--- src/pkg/usbdb_defs.svh ---
// usbdb_defs.svh - offsets, field positions and reset values of the block.
// definitions only; included by bare name.
// Contract
// - busy endpoint answers a new transaction with NAK
// - peripheral buffer follows active direction toggle bit
// - other direction toggle bit is software buffer flag
// - flag zero selects pair 0, one pair 1
// - equal flags give effective NAK, programmed status kept
// - double-buffer flow control starts after first transaction
// - completion sets complete flag, toggles direction bit
// - double-buffered completions after the first leave programmed status alone
// - programmed status other than valid overrides flags
// - status codes: 00 off, 01 stall, 10 nak, 11 valid
`ifndef USBDB_DEFS_SVH
`define USBDB_DEFS_SVH

// apb register offsets (byte addresses)
`define USBDB_OFF_EPCTL 8'h00
`define USBDB_OFF_IRQ_STAT 8'h04
`define USBDB_OFF_IRQ_MASK 8'h08
`define USBDB_OFF_STATE 8'h0c

// endpoint register field positions
`define USBDB_BIT_RX_TRANSFER_COMPLETE 15
`define USBDB_BIT_RX_TOG 14
`define USBDB_LSB_STAT_RX 12
`define USBDB_LSB_ENDPOINT_TYPE_FIELD 9
`define USBDB_BIT_ENDPOINT_KIND_BIT 8
`define USBDB_BIT_TX_TRANSFER_COMPLETE 7
`define USBDB_BIT_TX_TOG 6
`define USBDB_LSB_STAT_TX 4

// state register field positions
`define USBDB_LSB_EFF_RX 0
`define USBDB_LSB_EFF_TX 2
`define USBDB_BIT_ARMED 4
`define USBDB_BIT_BUSY 5
`define USBDB_BIT_BUFSEL 6

// interrupt bit positions and width
`define USBDB_IRQ_W 2
`define USBDB_IRQ_RX 0
`define USBDB_IRQ_TX 1

// reset values
`define USBDB_RST_STAT 2'h0
`define USBDB_RST_TYPE 2'h0
`define USBDB_RST_BIT 1'b0
`define USBDB_RST_WORD 32'h0000_0000

`endif

--- src/pkg/usbdb_pkg.sv ---
// usbdb_pkg - types of the double-buffered bulk endpoint block.
// assumes the defs header holds the numeric constants.
`default_nettype none
package usbdb_pkg;
    // endpoint status pair encodings
    typedef enum logic [1:0]
    {
        STAT_DISABLED = 2'h0,
        STAT_STALL = 2'h1,
        STAT_NAK = 2'h2,
        STAT_VALID = 2'h3
    } usbdb_stat_e;

    // endpoint type field encodings
    typedef enum logic [1:0]
    {
        TYPE_BULK = 2'h0,
        TYPE_CONTROL = 2'h1,
        TYPE_ISO = 2'h2,
        TYPE_INTR = 2'h3
    } usbdb_type_e;

    // transaction engine state, one-hot
    typedef enum logic [1:0]
    {
        ST_IDLE = 2'h1,
        ST_BUSY = 2'h2
    } usbdb_state_e;
endpackage
`default_nettype wire

--- src/rtl/usbdb_toggle_bit.sv ---
// usbdb_toggle_bit - one toggle-only flag bit.
// assumes both flip requests are single-cycle pulses on i_mclk.
`include "usbdb_defs.svh"
`timescale 1ns/1ps
`default_nettype none
module usbdb_toggle_bit
    import usbdb_pkg::*;
(
    input wire logic i_mclk,
    input wire logic i_rst,
    input wire logic i_sw_flip,
    input wire logic i_hw_flip,
    output var logic o_q
);
    //////////////////////////////////////////////////////////////////////
    // flag can only be flipped, never loaded, so software init is by toggle
    // same-cycle sw and hw flips both apply and cancel
    always_ff @(posedge i_mclk or posedge i_rst)
    begin
        if (i_rst)
        begin
            o_q <= `USBDB_RST_BIT;
        end
        else
        begin
            o_q <= o_q ^ i_sw_flip ^ i_hw_flip;
        end
    end
endmodule
`default_nettype wire

--- src/rtl/usbdb_irq_status.sv ---
// usbdb_irq_status - sticky event bits, mask and level interrupt.
// assumes event pulses and write strobes come from the i_mclk domain.
`include "usbdb_defs.svh"
`timescale 1ns/1ps
`default_nettype none
module usbdb_irq_status
    import usbdb_pkg::*;
(
    input wire logic i_mclk,
    input wire logic i_rst,
    input wire logic [`USBDB_IRQ_W-1:0] i_set,
    input wire logic i_clr_we,
    input wire logic i_mask_we,
    input wire logic [`USBDB_IRQ_W-1:0] i_wdata,
    output var logic [`USBDB_IRQ_W-1:0] o_status,
    output var logic [`USBDB_IRQ_W-1:0] o_mask,
    output var logic o_irq
);
    logic [`USBDB_IRQ_W-1:0] nxt_status; // status after set and clear

    //////////////////////////////////////////////////////////////////////
    // per-bit sticky flags; a set in the clearing cycle wins
    genvar gi;
    generate
        for (gi = 0; gi < `USBDB_IRQ_W; gi = gi + 1)
        begin : g_bit
            assign nxt_status[gi] = i_set[gi] |
                (o_status[gi] & ~(i_clr_we & i_wdata[gi]));
            always_ff @(posedge i_mclk or posedge i_rst)
            begin
                if (i_rst)
                begin
                    o_status[gi] <= `USBDB_RST_BIT;
                end
                else
                begin
                    o_status[gi] <= nxt_status[gi];
                end
            end
        end
    endgenerate

    // mask register, plain read/write
    always_ff @(posedge i_mclk or posedge i_rst)
    begin
        if (i_rst)
        begin
            o_mask <= '0;
        end
        else if (i_mask_we)
        begin
            o_mask <= i_wdata;
        end
    end

    // registered level interrupt, in step with the flags
    always_ff @(posedge i_mclk or posedge i_rst)
    begin
        if (i_rst)
        begin
            o_irq <= `USBDB_RST_BIT;
        end
        else
        begin
            o_irq <= |(nxt_status & o_mask);
        end
    end
endmodule
`default_nettype wire

--- src/rtl/usbdb_bulk_ctrl.sv ---
// usbdb_bulk_ctrl - flow control and buffer swap of one bulk endpoint with
// optional double buffering, apb register slave and completion interrupt.
// assumes the protocol engine is on i_mclk and gives one-cycle pulses.
`include "usbdb_defs.svh"
`timescale 1ns/1ps
`default_nettype none
module usbdb_bulk_ctrl
    import usbdb_pkg::*;
(
    input wire logic i_mclk,
    input wire logic i_rst,
    // apb slave
    input wire logic i_psel,
    input wire logic i_penable,
    input wire logic i_pwrite,
    input wire logic [7:0] i_paddr,
    input wire logic [31:0] i_pwdata,
    output var logic [31:0] o_prdata,
    output var logic o_pready,
    output var logic o_pslverr,
    // protocol engine side
    input wire logic i_tok_valid,
    input wire logic i_tok_tx,
    input wire logic i_txn_end,
    input wire logic i_txn_ok,
    output var logic o_hs_valid,
    output var logic [1:0] o_hs_code,
    output var logic o_xfer_active,
    output var logic o_buf_sel,
    // interrupt
    output var logic o_irq
);
    //////////////////////////////////////////////////////////////////////
    // declarations

    usbdb_stat_e stat_rx_ff; // programmed reception status
    usbdb_stat_e stat_tx_ff; // programmed transmission status
    usbdb_type_e type_ff; // endpoint type field
    logic kind_ff; // endpoint kind bit, double buffer enable on bulk
    logic armed_ff; // double-buffer flow control active
    usbdb_state_e state_ff; // transaction engine state
    logic cur_tx_ff; // direction of the running transaction
    logic [1:0] tog; // [0] rx data toggle, [1] tx data toggle
    logic [1:0] sw_flip; // software toggle strobes
    logic [1:0] hw_flip; // hardware toggle strobes
    logic [`USBDB_IRQ_W-1:0] irq_stat; // sticky completion flags
    logic [`USBDB_IRQ_W-1:0] irq_mask; // interrupt mask
    logic [`USBDB_IRQ_W-1:0] irq_set; // completion pulses
    logic double_buffer_enable; // bulk type and kind bit set
    logic dir_is_tx; // double-buffered direction is transmission
    logic hw_flag; // peripheral buffer flag
    logic software_buffer_flag; // application buffer flag
    logic conflict; // both flags name the same buffer
    usbdb_stat_e eff_rx; // effective reception status
    usbdb_stat_e eff_tx; // effective transmission status
    usbdb_stat_e tok_stat; // effective status of the token direction
    logic tok_flag; // buffer flag for the token direction
    logic setup_ph; // apb setup cycle
    logic wr_acc; // apb write taking effect
    logic [3:0] wr_hit; // write decode per register
    logic done_ok; // transaction finished with success
    logic [31:0] nxt_prdata; // read word captured at setup
    logic [31:0] ep_word; // endpoint register image
    logic [31:0] state_word; // state register image

    //////////////////////////////////////////////////////////////////////
    // functions

    // register decode; bit order epctl, irq_stat, irq_mask, state
    function automatic logic [3:0] reg_dec(input logic [7:0] addr);
        reg_dec = 4'h0;
        unique case (addr)
            `USBDB_OFF_EPCTL: reg_dec = 4'h1;
            `USBDB_OFF_IRQ_STAT: reg_dec = 4'h2;
            `USBDB_OFF_IRQ_MASK: reg_dec = 4'h4;
            `USBDB_OFF_STATE: reg_dec = 4'h8;
            default: reg_dec = 4'h0;
        endcase
    endfunction

    // effective status; only a valid programmed status can be masked to nak
    function automatic usbdb_stat_e eff_stat(input usbdb_stat_e prog,
                                             input logic dbl_dir,
                                             input logic armed,
                                             input logic clash);
        if (armed && dbl_dir && (prog == STAT_VALID) && clash)
        begin
            eff_stat = STAT_NAK;
        end
        else
        begin
            eff_stat = prog;
        end
    endfunction

    //////////////////////////////////////////////////////////////////////
    // buffer flag selection

    // bulk type plus kind bit turns double buffering on
    assign double_buffer_enable = (type_ff == TYPE_BULK) & kind_ff;
    // only one direction is enabled, the non-disabled tx pair picks tx
    assign dir_is_tx = (stat_tx_ff != STAT_DISABLED);
    // active direction toggle is the peripheral flag
    assign hw_flag = dir_is_tx ? tog[1] : tog[0];
    // unused direction toggle is the application flag
    assign software_buffer_flag = dir_is_tx ? tog[0] : tog[1];
    // equal flags mean both want the same buffer pair
    assign conflict = (hw_flag == software_buffer_flag);
    assign eff_rx = eff_stat(stat_rx_ff, double_buffer_enable & ~dir_is_tx,
                             armed_ff, conflict);
    assign eff_tx = eff_stat(stat_tx_ff, double_buffer_enable & dir_is_tx,
                             armed_ff, conflict);
    assign tok_stat = i_tok_tx ? eff_tx : eff_rx;
    // flag value 0 selects pair 0, 1 selects pair 1
    assign tok_flag = i_tok_tx ? tog[1] : tog[0];

    //////////////////////////////////////////////////////////////////////
    // apb decode

    assign setup_ph = i_psel & ~i_penable;
    assign wr_acc = i_psel & i_penable & o_pready & i_pwrite;
    assign wr_hit = wr_acc ? reg_dec(i_paddr) : 4'h0;
    // writing one to a toggle bit flips it, zero leaves it
    assign sw_flip[0] = wr_hit[0] & i_pwdata[`USBDB_BIT_RX_TOG];
    assign sw_flip[1] = wr_hit[0] & i_pwdata[`USBDB_BIT_TX_TOG];

    // endpoint register image
    always_comb
    begin
        ep_word = `USBDB_RST_WORD;
        ep_word[`USBDB_BIT_RX_TRANSFER_COMPLETE] = irq_stat[`USBDB_IRQ_RX];
        ep_word[`USBDB_BIT_RX_TOG] = tog[0];
        ep_word[`USBDB_LSB_STAT_RX +: 2] = stat_rx_ff;
        ep_word[`USBDB_LSB_ENDPOINT_TYPE_FIELD +: 2] = type_ff;
        ep_word[`USBDB_BIT_ENDPOINT_KIND_BIT] = kind_ff;
        ep_word[`USBDB_BIT_TX_TRANSFER_COMPLETE] = irq_stat[`USBDB_IRQ_TX];
        ep_word[`USBDB_BIT_TX_TOG] = tog[1];
        ep_word[`USBDB_LSB_STAT_TX +: 2] = stat_tx_ff;
    end

    // state register image; shows masked status, not programmed one
    always_comb
    begin
        state_word = `USBDB_RST_WORD;
        state_word[`USBDB_LSB_EFF_RX +: 2] = eff_rx;
        state_word[`USBDB_LSB_EFF_TX +: 2] = eff_tx;
        state_word[`USBDB_BIT_ARMED] = armed_ff;
        state_word[`USBDB_BIT_BUSY] = o_xfer_active;
        state_word[`USBDB_BIT_BUFSEL] = o_buf_sel;
    end

    // read mux; unmapped reads return zero
    always_comb
    begin
        nxt_prdata = `USBDB_RST_WORD;
        unique case (reg_dec(i_paddr))
            4'h1: nxt_prdata = ep_word;
            4'h2: nxt_prdata[`USBDB_IRQ_W-1:0] = irq_stat;
            4'h4: nxt_prdata[`USBDB_IRQ_W-1:0] = irq_mask;
            4'h8: nxt_prdata = state_word;
            default: nxt_prdata = `USBDB_RST_WORD;
        endcase
    end

    //////////////////////////////////////////////////////////////////////
    // apb response; ready one cycle after setup so outputs stay registered
    always_ff @(posedge i_mclk or posedge i_rst)
    begin
        if (i_rst)
        begin
            o_pready <= `USBDB_RST_BIT;
            o_pslverr <= `USBDB_RST_BIT;
            o_prdata <= `USBDB_RST_WORD;
        end
        else
        begin
            o_pready <= setup_ph;
            // unmapped address answers with an error
            o_pslverr <= setup_ph & (reg_dec(i_paddr) == 4'h0);
            // data sampled at setup; trades a cycle of staleness for no comb path
            o_prdata <= setup_ph ? nxt_prdata : `USBDB_RST_WORD;
        end
    end

    //////////////////////////////////////////////////////////////////////
    // endpoint configuration and programmed status
    assign done_ok = (state_ff == ST_BUSY) & i_txn_end & i_txn_ok;

    always_ff @(posedge i_mclk or posedge i_rst)
    begin
        if (i_rst)
        begin
            type_ff <= TYPE_BULK;
            kind_ff <= `USBDB_RST_BIT;
        end
        else if (wr_hit[0])
        begin
            type_ff <= usbdb_type_e'(i_pwdata[`USBDB_LSB_ENDPOINT_TYPE_FIELD +: 2]);
            kind_ff <= i_pwdata[`USBDB_BIT_ENDPOINT_KIND_BIT];
        end
    end

    // status pairs; completion in normal flow control forces nak
    always_ff @(posedge i_mclk or posedge i_rst)
    begin
        if (i_rst)
        begin
            stat_rx_ff <= STAT_DISABLED;
            stat_tx_ff <= STAT_DISABLED;
        end
        else if (done_ok && !armed_ff)
        begin
            // single-buffered or first double-buffered completion
            if (cur_tx_ff)
            begin
                stat_tx_ff <= STAT_NAK;
            end
            else
            begin
                stat_rx_ff <= STAT_NAK;
            end
        end
        else if (wr_hit[0])
        begin
            // armed completions fall here and leave the pair untouched
            stat_rx_ff <= usbdb_stat_e'(i_pwdata[`USBDB_LSB_STAT_RX +: 2]);
            stat_tx_ff <= usbdb_stat_e'(i_pwdata[`USBDB_LSB_STAT_TX +: 2]);
        end
    end

    // special flow control arms at the end of the first transaction
    always_ff @(posedge i_mclk or posedge i_rst)
    begin
        if (i_rst)
        begin
            armed_ff <= `USBDB_RST_BIT;
        end
        else if (!double_buffer_enable)
        begin
            armed_ff <= `USBDB_RST_BIT; // disarm once enable drops
        end
        else if (done_ok)
        begin
            armed_ff <= 1'b1;
        end
    end

    //////////////////////////////////////////////////////////////////////
    // data toggle bits; hardware flips the completing direction only
    assign hw_flip[0] = done_ok & ~cur_tx_ff;
    assign hw_flip[1] = done_ok & cur_tx_ff;

    genvar gt;
    generate
        for (gt = 0; gt < 2; gt = gt + 1)
        begin : g_tog
            usbdb_toggle_bit u_tog
            (
                .i_mclk(i_mclk),
                .i_rst(i_rst),
                .i_sw_flip(sw_flip[gt]),
                .i_hw_flip(hw_flip[gt]),
                .o_q(tog[gt])
            );
        end
    endgenerate

    //////////////////////////////////////////////////////////////////////
    // transaction engine; a token while busy is refused with nak
    always_ff @(posedge i_mclk or posedge i_rst)
    begin
        if (i_rst)
        begin
            state_ff <= ST_IDLE;
            cur_tx_ff <= `USBDB_RST_BIT;
            o_hs_valid <= `USBDB_RST_BIT;
            o_hs_code <= STAT_DISABLED;
            o_xfer_active <= `USBDB_RST_BIT;
            o_buf_sel <= `USBDB_RST_BIT;
        end
        else
        begin
            o_hs_valid <= i_tok_valid;
            unique case (state_ff)
                ST_IDLE:
                begin
                    if (i_tok_valid)
                    begin
                        o_hs_code <= tok_stat;
                        // only a valid effective status starts a transfer
                        if (tok_stat == STAT_VALID)
                        begin
                            state_ff <= ST_BUSY;
                            cur_tx_ff <= i_tok_tx;
                            o_xfer_active <= 1'b1;
                            o_buf_sel <= tok_flag;
                        end
                    end
                end
                ST_BUSY:
                begin
                    if (i_tok_valid)
                    begin
                        o_hs_code <= STAT_NAK;
                    end
                    // failed or successful end both free the engine
                    if (i_txn_end)
                    begin
                        state_ff <= ST_IDLE;
                        o_xfer_active <= `USBDB_RST_BIT;
                    end
                end
            endcase
        end
    end

    //////////////////////////////////////////////////////////////////////
    // completion flags and interrupt
    assign irq_set[`USBDB_IRQ_RX] = hw_flip[0];
    assign irq_set[`USBDB_IRQ_TX] = hw_flip[1];

    usbdb_irq_status u_irq
    (
        .i_mclk(i_mclk),
        .i_rst(i_rst),
        .i_set(irq_set),
        .i_clr_we(wr_hit[1]),
        .i_mask_we(wr_hit[2]),
        .i_wdata(i_pwdata[`USBDB_IRQ_W-1:0]),
        .o_status(irq_stat),
        .o_mask(irq_mask),
        .o_irq(o_irq)
    );
endmodule
`default_nettype wire

--- config.mk ---
export PLATFORM = sky130hd
export DESIGN_NAME = usbdb_bulk_ctrl
export DESIGN_NICKNAME = d
export VERILOG_FILES = /design/src/pkg/usbdb_pkg.sv /design/src/rtl/usbdb_toggle_bit.sv /design/src/rtl/usbdb_irq_status.sv /design/src/rtl/usbdb_bulk_ctrl.sv
export VERILOG_INCLUDE_DIRS = /design/src /design/src/pkg
export SDC_FILE = /design/constraint.sdc
export NUM_CORES = 1
export LEC_CHECK = 0
export BUFFER_PORTS_ARGS = -buffer_cell sky130_fd_sc_hd__clkbuf_2
export CAP_MARGIN = 5
export CORE_MARGIN = 3
export CORE_UTILIZATION = 45
export CTS_CLUSTER_DIAMETER = 30
export DETAILED_ROUTE_END_ITERATION = 10
export GPL_TIMING_DRIVEN = 0
export MAX_ROUTING_LAYER = met4
export PLACE_DENSITY_LB_ADDON = 0.3
export SLEW_MARGIN = 30
export SYNTH_ARGS = -nofsm -noshare
export SYNTH_HDL_FRONTEND = slang
export SYNTH_SLANG_ARGS = --single-unit
--- constraint.sdc ---
create_clock -name i_mclk -period 5 [get_ports i_mclk]
set_clock_uncertainty 0.15 [all_clocks]
set_input_delay 0.75 -clock i_mclk [delete_from_list [all_inputs] [get_ports i_mclk]]
set_output_delay 0.75 -clock i_mclk [all_outputs]
set_load 0.02 [all_outputs]
==> results of run 1 <==
final cells by class:
cell class              count  area (µm²)  area share
flip-flops and latches     39         977       0.405
clock inverters             3        43.8      0.0182
well taps                  50        62.6      0.0259
plain buffers              19         136      0.0566
repair buffers             50         273       0.113
multi-input cells         134         835       0.346
clock buffers               5        68.8      0.0285
inverters                   4        15.0     0.00623
cell families after synthesis:
family / Yosys count / share of synthesized area
multiplexers: 8 / 0.0460
XOR/XNOR: 5 / 0.0230
AO/OA/AOI/OAI: 30 / 0.114
buffers and inverters: 23 / 0.0795
AND/OR/NAND/NOR: 74 / 0.222
other: 1 / 0.00197
flip-flops: 39 / 0.513
state kept, by name (all words and copies together), names as in the netlist, 2 cells and up:
register and flops:
g_tog.u_tog.o_q 2, o_hs_code 2, o_prdata 15, stat_rx_ff 2, stat_tx_ff 2, type_ff 2
u_irq.o_mask 2, u_irq.o_status 2
layout by cell type, fill, tap and decap left out, types with 3 or more instances in the layout:
cell,instances
a22oi_1,6
clkbuf_8,5
buf_4,17
a22o_1,4
a21oi_1,6
nand4_1,4
o211ai_1,3
conb_1,17
inv_1,3
xnor2_1,4
nor3_1,6
nor2b_1,7
mux2_2,6
and2_1,9
nand2_1,17
clkbuf_2,49
dfrtp_1,38
nor2_1,15
metal layers:
layer | vias up | GRT usage
li1 | 751 | -
met1 | 675 | 0.221
met2 | 58 | 0.247
met5 | - | -
met3 | 7 | 0.0313
met4 | 0 | 0.0898
worst min path at each step:
| stage | endpoint | startpoint | cells after the start |
|---|---|---|---|
| floorplan | armed_ff | type_ff[1] | 1 |
| global placement | armed_ff | type_ff[1] | 1 |
| detailed placement | armed_ff | type_ff[1] | 1 |
| CTS | cur_tx_ff | i_rst | 2 |
| global route | armed_ff | i_rst | 2 |
| finish | o_prdata[12] | i_rst | 2 |
through the flow:
stage           util  total power (W)
5_1_grt        0.598         0.000813
3_5_place_dp   0.570         0.000523
2_1_floorplan      -         0.000476
3_3_place_gp   0.564         0.000516
4_1_cts        0.598         0.000786
6_report       0.598         0.000776
power groups by stage:
stage | combinational [W] | sequential, W | clock (W)
final | 0.000158 | 0.000358 | 0.000259
after global routing | 0.000173 | 0.000361 | 0.000279
after CTS | 0.000159 | 0.000358 | 0.000268
after detailed placement | 0.000158 | 0.000365 | 0
after global placement | 0.000153 | 0.000364 | 0
after floorplan | 0.000105 | 0.000371 | 0
==> out/qor.txt, run 1 <==
outcome - completed
Final WS setup - 2800 ps
Longest Clk Path Bufs - 2
post-layout net count - 302
CP peak stage delay - 560 ps
Initial Utilization - 0.472
crit path launch type - primary input
die span in y - 71.0 µm
Ant. Diodes - 0
unrepaired setup endpoints after global routing - no
Sw Pwr - 0.000221 W
Sw Share - 0.285
combinational power share - 0.204
First-pass DRT Iterations - 4
Worst path slowest cell - or4_4
leakage - 1.24 nW
gpl congestion - 0.855
CP required - 5040 ps
EDFF count, synth - 0
wirelength, routed - 3.94 mm
max-slew violations - 0
critical path class - in -> reg
Avg Inst Size Synth - 10.6 µm²
post-CTS resize count - 0
layout cells sized above 1 - 0.354
vias in the first global route - 1,396
Post-DP HPWL - 3.18 mm
peak supply drop - 235 µV
Die Span X - 71.0 µm
Final TNS setup - 0 ps
initial drt markers - 58
Root Buffer - clkbuf_8
Period minus WS final - 2200 ps
Pwr Density - 322 nW/µm²
Clock Latency Late Sink - 290 ps
CP Launch Point - i_paddr[5]
Met2 Wirelength - 1.77 mm
Inst Count DP - 296
Syn Inst Count - 180
RR Startpoint - o_xfer_active
synth cell count leaders - dfrtp_1, buf_4, nand2_1, nor2_1, and2_1
M1 WL - 1.83 mm
final worst path period share - 0.440
final instance area - 2410 µm²
GRT overflow - 0
Yosys reg bits - 39
Critical Path Stages - 5
port bufs - 49
Setup-failing EPs final - 0
WP buf/inv - 1
Setup Fix Bufs, Post-CTS - 0
clock power share - 0.334
DRC viols - 0
final hold slack - 279 ps
initial antenna violation count - 0
CTS tree - done
final antenna-violating net count - 0
CP Capture Type - flip-flop
Synth-to-Final Area Change - 26.7%
final hold viol count - 0
largest net degree at the start of global routing - 22
All-Layer GR Usage - 0.168
Seq/Total Area, Yosys - 0.513
drt via density - 4.90
reg2reg end - stat_rx_ff[0]
top post-synthesis cells by area - dfrtp_1, buf_4, mux2_2
Layout Cells excl Fill - 304
mapped cell area - 1900 µm²
critical path, cell by cell - clkbuf_2 -> or4_4 -> nor4_4 -> mux2i_1 -> a22o_1
first-pass GRT wire length - 6.29 mm
DR top layer - met4
# fillers - 363
Met3 Routed Length - 249 µm
R2R cell count - 5
last element of the critical path - stat_tx_ff[0]
Reg clk slew, reported paths - 80 ps
cts bufs inserted - 5
CP Data Arrival Time - 2240 ps
IO Pins - 89
sequential share of power - 0.462
CP max FO - 6
reg2reg setup slack - 3190 ps
dpl ws - 2460 ps
die area - 5050 µm²
max cap viols - 0
Synth Warn # - 0
FMAX - 454 MHz
wire per inst - 13.0 µm
CTS sink cnt - 39
Hold WC Path Type - in -> async
Core Area - 4030 µm²
CTS Hold Bufs - 0
Post-synth top flop - dfrtp_1
DR vias - 1,491
Crit path max-delay family - simple AND/OR/NAND/NOR gates
Int Pwr - 0.000555 W
Yosys top cell area share - 0.500
most common cell in the synthesized netlist - dfrtp_1
site row count - 23
H-tree depth - 2
Async SR Flop Fraction - 1.00
DP Area - 2300 µm²
cell taking the most area after synthesis - dfrtp_1
Yosys cell types - 41
No activity file was read; power rests on OpenSTA's default activity.
==> run 2, diff against run 1 <==
--- a/config.mk
+++ b/config.mk
@@ -9,7 +9,7 @@
 export BUFFER_PORTS_ARGS = -buffer_cell sky130_fd_sc_hd__clkbuf_2
 export CAP_MARGIN = 5
 export CORE_MARGIN = 3
-export CORE_UTILIZATION = 45
+export CORE_UTILIZATION = 42
 export CTS_CLUSTER_DIAMETER = 30
 export DETAILED_ROUTE_END_ITERATION = 10
 export GPL_TIMING_DRIVEN = 0
==> constraint.sdc (replaced) <==
create_clock -name i_mclk -period 1.75 [get_ports i_mclk]
set_clock_uncertainty 0.15 [all_clocks]
set_input_delay 0.2625 -clock i_mclk [delete_from_list [all_inputs] [get_ports i_mclk]]
set_output_delay 0.2625 -clock i_mclk [all_outputs]
set_load 0.02 [all_outputs]
==> out/qor.txt, run 2 (synthesis gave the netlist of run 1 again) <==
critical path, cell by cell - clkbuf_2 -> or4_4 -> nor4_4 -> mux2i_1 -> a22o_1
final antenna-violating net count - 0
vias in the first global route - 1,456
wirelength, routed - 3.91 mm
hold_sp - i_tok_valid
post-layout net count - 304
Post-Route Utilization - 0.580
Final TNS setup - 0 ps
CP Capture Type - flip-flop
reg2reg setup slack - 50 ps
DRC viols - 0
CP Data Arrival Time - 1740 ps
site row count - 23
commonest non-fill, non-tap cell in the layout - clkbuf_2
GRT overflow - 0
commonest cells after routing, fill and taps aside - clkbuf_2, dfrtp_1, buf_4
CTS sink cnt - 39
first-pass GRT wire length - 6.51 mm
final worst path period share - 0.980
port bufs - 49
Setup-failing EPs final - 0
Die Span X - 73.3 µm
Sw Pwr - 0.000632 W
CP peak stage delay - 560 ps
clock power share - 0.276
Synth-to-Final Area Change - 27.2%
combinational power share - 0.231
final instance area - 2420 µm²
final hold slack - 13.2 ps
drt via density - 4.84
max cap viols - 0
Period minus WS final - 1710 ps
IO Pins - 89
initial drt markers - 130
largest net degree at the start of global routing - 28
Worst path slowest cell - or4_4
crit path launch type - primary input
FMAX - 583 MHz
Root Buffer - clkbuf_8
Final Total Pwr - 0.00209 W
RR Startpoint - type_ff[1]
Reg clk slew, reported paths - 70 ps
First-pass DRT Iterations - 4
DP Area - 2300 µm²
Reg with most FFs - o_prdata
H-tree depth - 2
DR vias - 1,480
peak supply drop - 479 µV
Hold WC Path Type - in -> reg
WP buf/inv - 1
final hold viol count - 0
die span in y - 73.3 µm
layout cells sized above 1 - 0.375
CTS tree - done
Crit path max-delay family - simple AND/OR/NAND/NOR gates
sequential share of power - 0.493
Initial Utilization - 0.456
CP max FO - 6
Sw Share - 0.302
gpl congestion - 0.842
Longest Clk Path Bufs - 2
leakage - 1.24 nW
critical path class - in -> reg
Clock Latency Late Sink - 280 ps
initial antenna violation count - 0
die area - 5380 µm²
CP Launch Point - i_paddr[5]
wire per inst - 12.8 µm
All-Layer GR Usage - 0.162
Post-DP HPWL - 3.10 mm
Int Pwr - 0.00146 W
outcome - completed
Pwr Density - 865 nW/µm²
Ant. Diodes - 0
Core Area - 4170 µm²
CP required - 1780 ps
max-slew violations - 0
unrepaired setup endpoints after global routing - yes
number of flip-flops in the largest register - 15
cts bufs inserted - 5
## run 2: layout make-up
class	count	area, µm²
flip-flops and latches	39	978
well taps	50	62.6
fillers	382	1750
multi-input cells	134	856
clock inverters	3	15.0
plain buffers	19	143
repair buffers	52	283
clock buffers	5	68.8
inverters	4	15.0
## run 2: repair_timing
action | 4_1_cts | 5_1_grt
gates resized for setup | 0 | 5
hold endpoints to repair | 12 | 0
setup endpoints to repair | 1 | 4
pin swaps | 0 | 4
buffers inserted | 1 | 0
hold buffers | 1 | 0
## run 2: final timing paths
kind	end	cells after the start
setup / recovery	stat_tx_ff[0]	5
hold reg to reg	armed_ff	1
setup reg to reg	o_buf_sel	4
hold / removal	o_hs_valid	1
min in group asynchronous	o_pready	3
max in group asynchronous	state_ff[0]	4
## run 2: worst reg2reg max path, stage by stage, from the launching register on
cell and delay (ps):
dfrtp_1 410, and4bb_2 360, a21oi_2 90, o211ai_1 230
mux2_2 360
## run 2: per-stage QoR
step                      std cells  setup slack (ps)
final                           306              35.1
after detailed placement        296              -265
after global placement          295              -254
after CTS                       306              1.78
after global routing            306             -6.60
after floorplan                 196              40.2
## run 2: per-layer routing
metal	up-vias	wire (µm)	part of all wire	global-route usage
met3	4	256	0.066	0.0588
met4	0	31	0.0079	0.0382
met1	669	1810	0.46	0.204
met2	53	1800	0.46	0.251
li1	754	-	-	-
met5	-	0	0	-
## run 2: power by group through the flow
stage	combinational [W]	sequential, W	clock [W]
floorplan	0.000309	0.00106	0
global placement	0.000445	0.00104	0
detailed placement	0.000456	0.00104	0
CTS	0.000461	0.00102	0.000590
global route	0.000540	0.00104	0.000643
finish	0.000484	0.00103	0.000578
==> run 3, diff against run 2 <==
==> constraint.sdc (replaced) <==
create_clock -name i_mclk -period 1.4 [get_ports i_mclk]
set_clock_uncertainty 0.15 [all_clocks]
set_input_delay 0 -clock i_mclk [delete_from_list [all_inputs] [get_ports i_mclk]]
set_output_delay 0 -clock i_mclk [all_outputs]
set_load 0.02 [all_outputs]
==> out/qor.txt, run 3 (synthesis gave the netlist of run 1 again) <==
Die Span X - 73.3 µm
commonest non-fill, non-tap cell in the layout - clkbuf_2
combinational power share - 0.274
clock power share - 0.302
First-pass DRT Iterations - 4
max cap viols - 0
site row count - 23
die area - 5380 µm²
CTS tree - done
drt via density - 5.26
M1 WL - 2.23 mm
layout cells sized above 1 - 0.510
CP Data Arrival Time - 1740 ps
CP peak stage delay - 410 ps
Longest Clk Path Bufs - 2
hold worst-path end - o_pslverr
Post-DP HPWL - 3.15 mm
Reg with most FFs - o_prdata
Initial Utilization - 0.456
Worst path slowest cell - dfrtp_1
gpl congestion - 0.857
All-Layer GR Usage - 0.211
outcome - finished, violations left
final hold viol count - 2
Int Pwr - 0.00216 W
failing checks - negative hold slack, negative setup slack
FMAX - 586 MHz
Setup-failing EPs final - 18
Core Area - 4170 µm²
wirelength, routed - 5.60 mm
CTS Hold Bufs - 18
DRC viols - 0
Post-Route Utilization - 0.710
final hold slack - -65.4 ps
Pwr Density - 1050 nW/µm²
number of flip-flops in the largest register - 15
critical path, cell by cell - and4bb_2 -> a32oi_2 -> o211ai_1 -> buf_4 -> a32o_1
final antenna-violating net count - 0
Synth-to-Final Area Change - 55.8%
commonest cells after routing, fill and taps aside - clkbuf_2, buf_4, dfrtp_1
Period minus WS final - 1710 ps
RR Startpoint - kind_ff
Clock Latency Late Sink - 300 ps
reg2reg end - cur_tx_ff
CP max FO - 3
largest net degree at the start of global routing - 25
WP buf/inv - 1
first-pass GRT wire length - 8.31 mm
unrepaired setup endpoints after global routing - yes
post-layout net count - 342
Final Total Pwr - 0.00310 W
die span in y - 73.3 µm
Met2 Wirelength - 2.79 mm
peak supply drop - 728 µV
cts bufs inserted - 5
H-tree depth - 2
worst hold path depth - 3
DR vias - 1,810
Met3 Routed Length - 369 µm
crit path launch type - flip-flop
initial antenna violation count - 0
R2R cell count - 5
Reg clk slew, reported paths - 80 ps
Ant. Diodes - 0
Sw Share - 0.303
reg2reg setup slack - -310 ps
vias in the first global route - 1,784
port bufs - 49
Root Buffer - clkbuf_8
Sw Pwr - 0.000939 W
leakage - 1.48 nW
Final WS setup - -306 ps
critical path class - reg -> reg
max-slew violations - 0
Crit path max-delay family - compound AO/OA/AOI/OAI gates
wire per inst - 16.3 µm
GRT overflow - 0
hold_sp - i_paddr[4]
sequential share of power - 0.424
Hold WC Path Type - in -> reg
CTS sink cnt - 39
CP required - 1430 ps
DR top layer - met4
final worst path period share - 1.22
initial drt markers - 126
IO Pins - 89
CP Capture Type - flip-flop
## run 3: worst max path at each step
stage             startpoint       endpoint  slack [ps]  depth (start not counted)
3_5_place_dp      i_paddr[5]  stat_tx_ff[0]        -360                          5
4_1_cts           type_ff[1]      o_buf_sel        -270                          4
3_3_place_gp      i_paddr[5]  stat_tx_ff[0]        -350                          5
5_1_grt              kind_ff      cur_tx_ff        -390                          5
6_report             kind_ff      cur_tx_ff        -310                          5
2_1_floorplan  o_xfer_active  stat_rx_ff[0]        -240                          5
## run 3: per-stage QoR
step                      setup slack (ps)  instance area, µm²  std cells  hold slack, ps  TNS, ps
after global routing                  -390                2960        344           -57.6    -4150
after detailed placement              -361                2320        296            -150    -4760
after floorplan                       -240                1990        196            -119     -919
after global placement                -350                2290        295            43.4    -9390
final                                 -306                2960        344           -65.4    -2520
after CTS                             -274                2810        337           -63.7    -1730
## run 3: repair_timing
action                                  4_1_cts  5_1_grt
setup buffers                                15        8
pin swaps                                    15       20
hold endpoints to repair                     60        2
gates resized for setup                      16       31
endpoints found under the setup margin       13       27
## run 3: area by class of cell
class                           count  area, µm²
Buffer                             18        131
Clock buffer                        5       68.8
Clock inverter                      3       43.8
Fill cell                         295       1210
Inverter                            4       15.0
Multi-Input combinational cell    134       1010
Sequential cell                    39        986
Tap cell                           50       62.6
Timing Repair Buffer               91        644
## run 3: power by group through the flow
stage / logic (W) / clock network, W / registers, W
finish: 0.000849 / 0.000937 / 0.00131
detailed placement: 0.000596 / 0 / 0.00131
floorplan: 0.000407 / 0 / 0.00133
CTS: 0.000797 / 0.000947 / 0.00127
global route: 0.000917 / 0.000986 / 0.00132
global placement: 0.000576 / 0 / 0.00130
## run 3: worst reg2reg max path, delay by kind of cell, from the launching register on
family | cells | cell delay, ps
buffers and inverters | 1 | 160
AO/OA/AOI/OAI | 3 | 600
flip-flops | 1 | 410
AND/OR/NAND/NOR | 1 | 270
## run 3: layer usage
metal  track usage  up-vias
met5             -        -
met4         0.113        0
met3        0.0506       29
met2         0.348       94
met1         0.237      852
li1              -      835
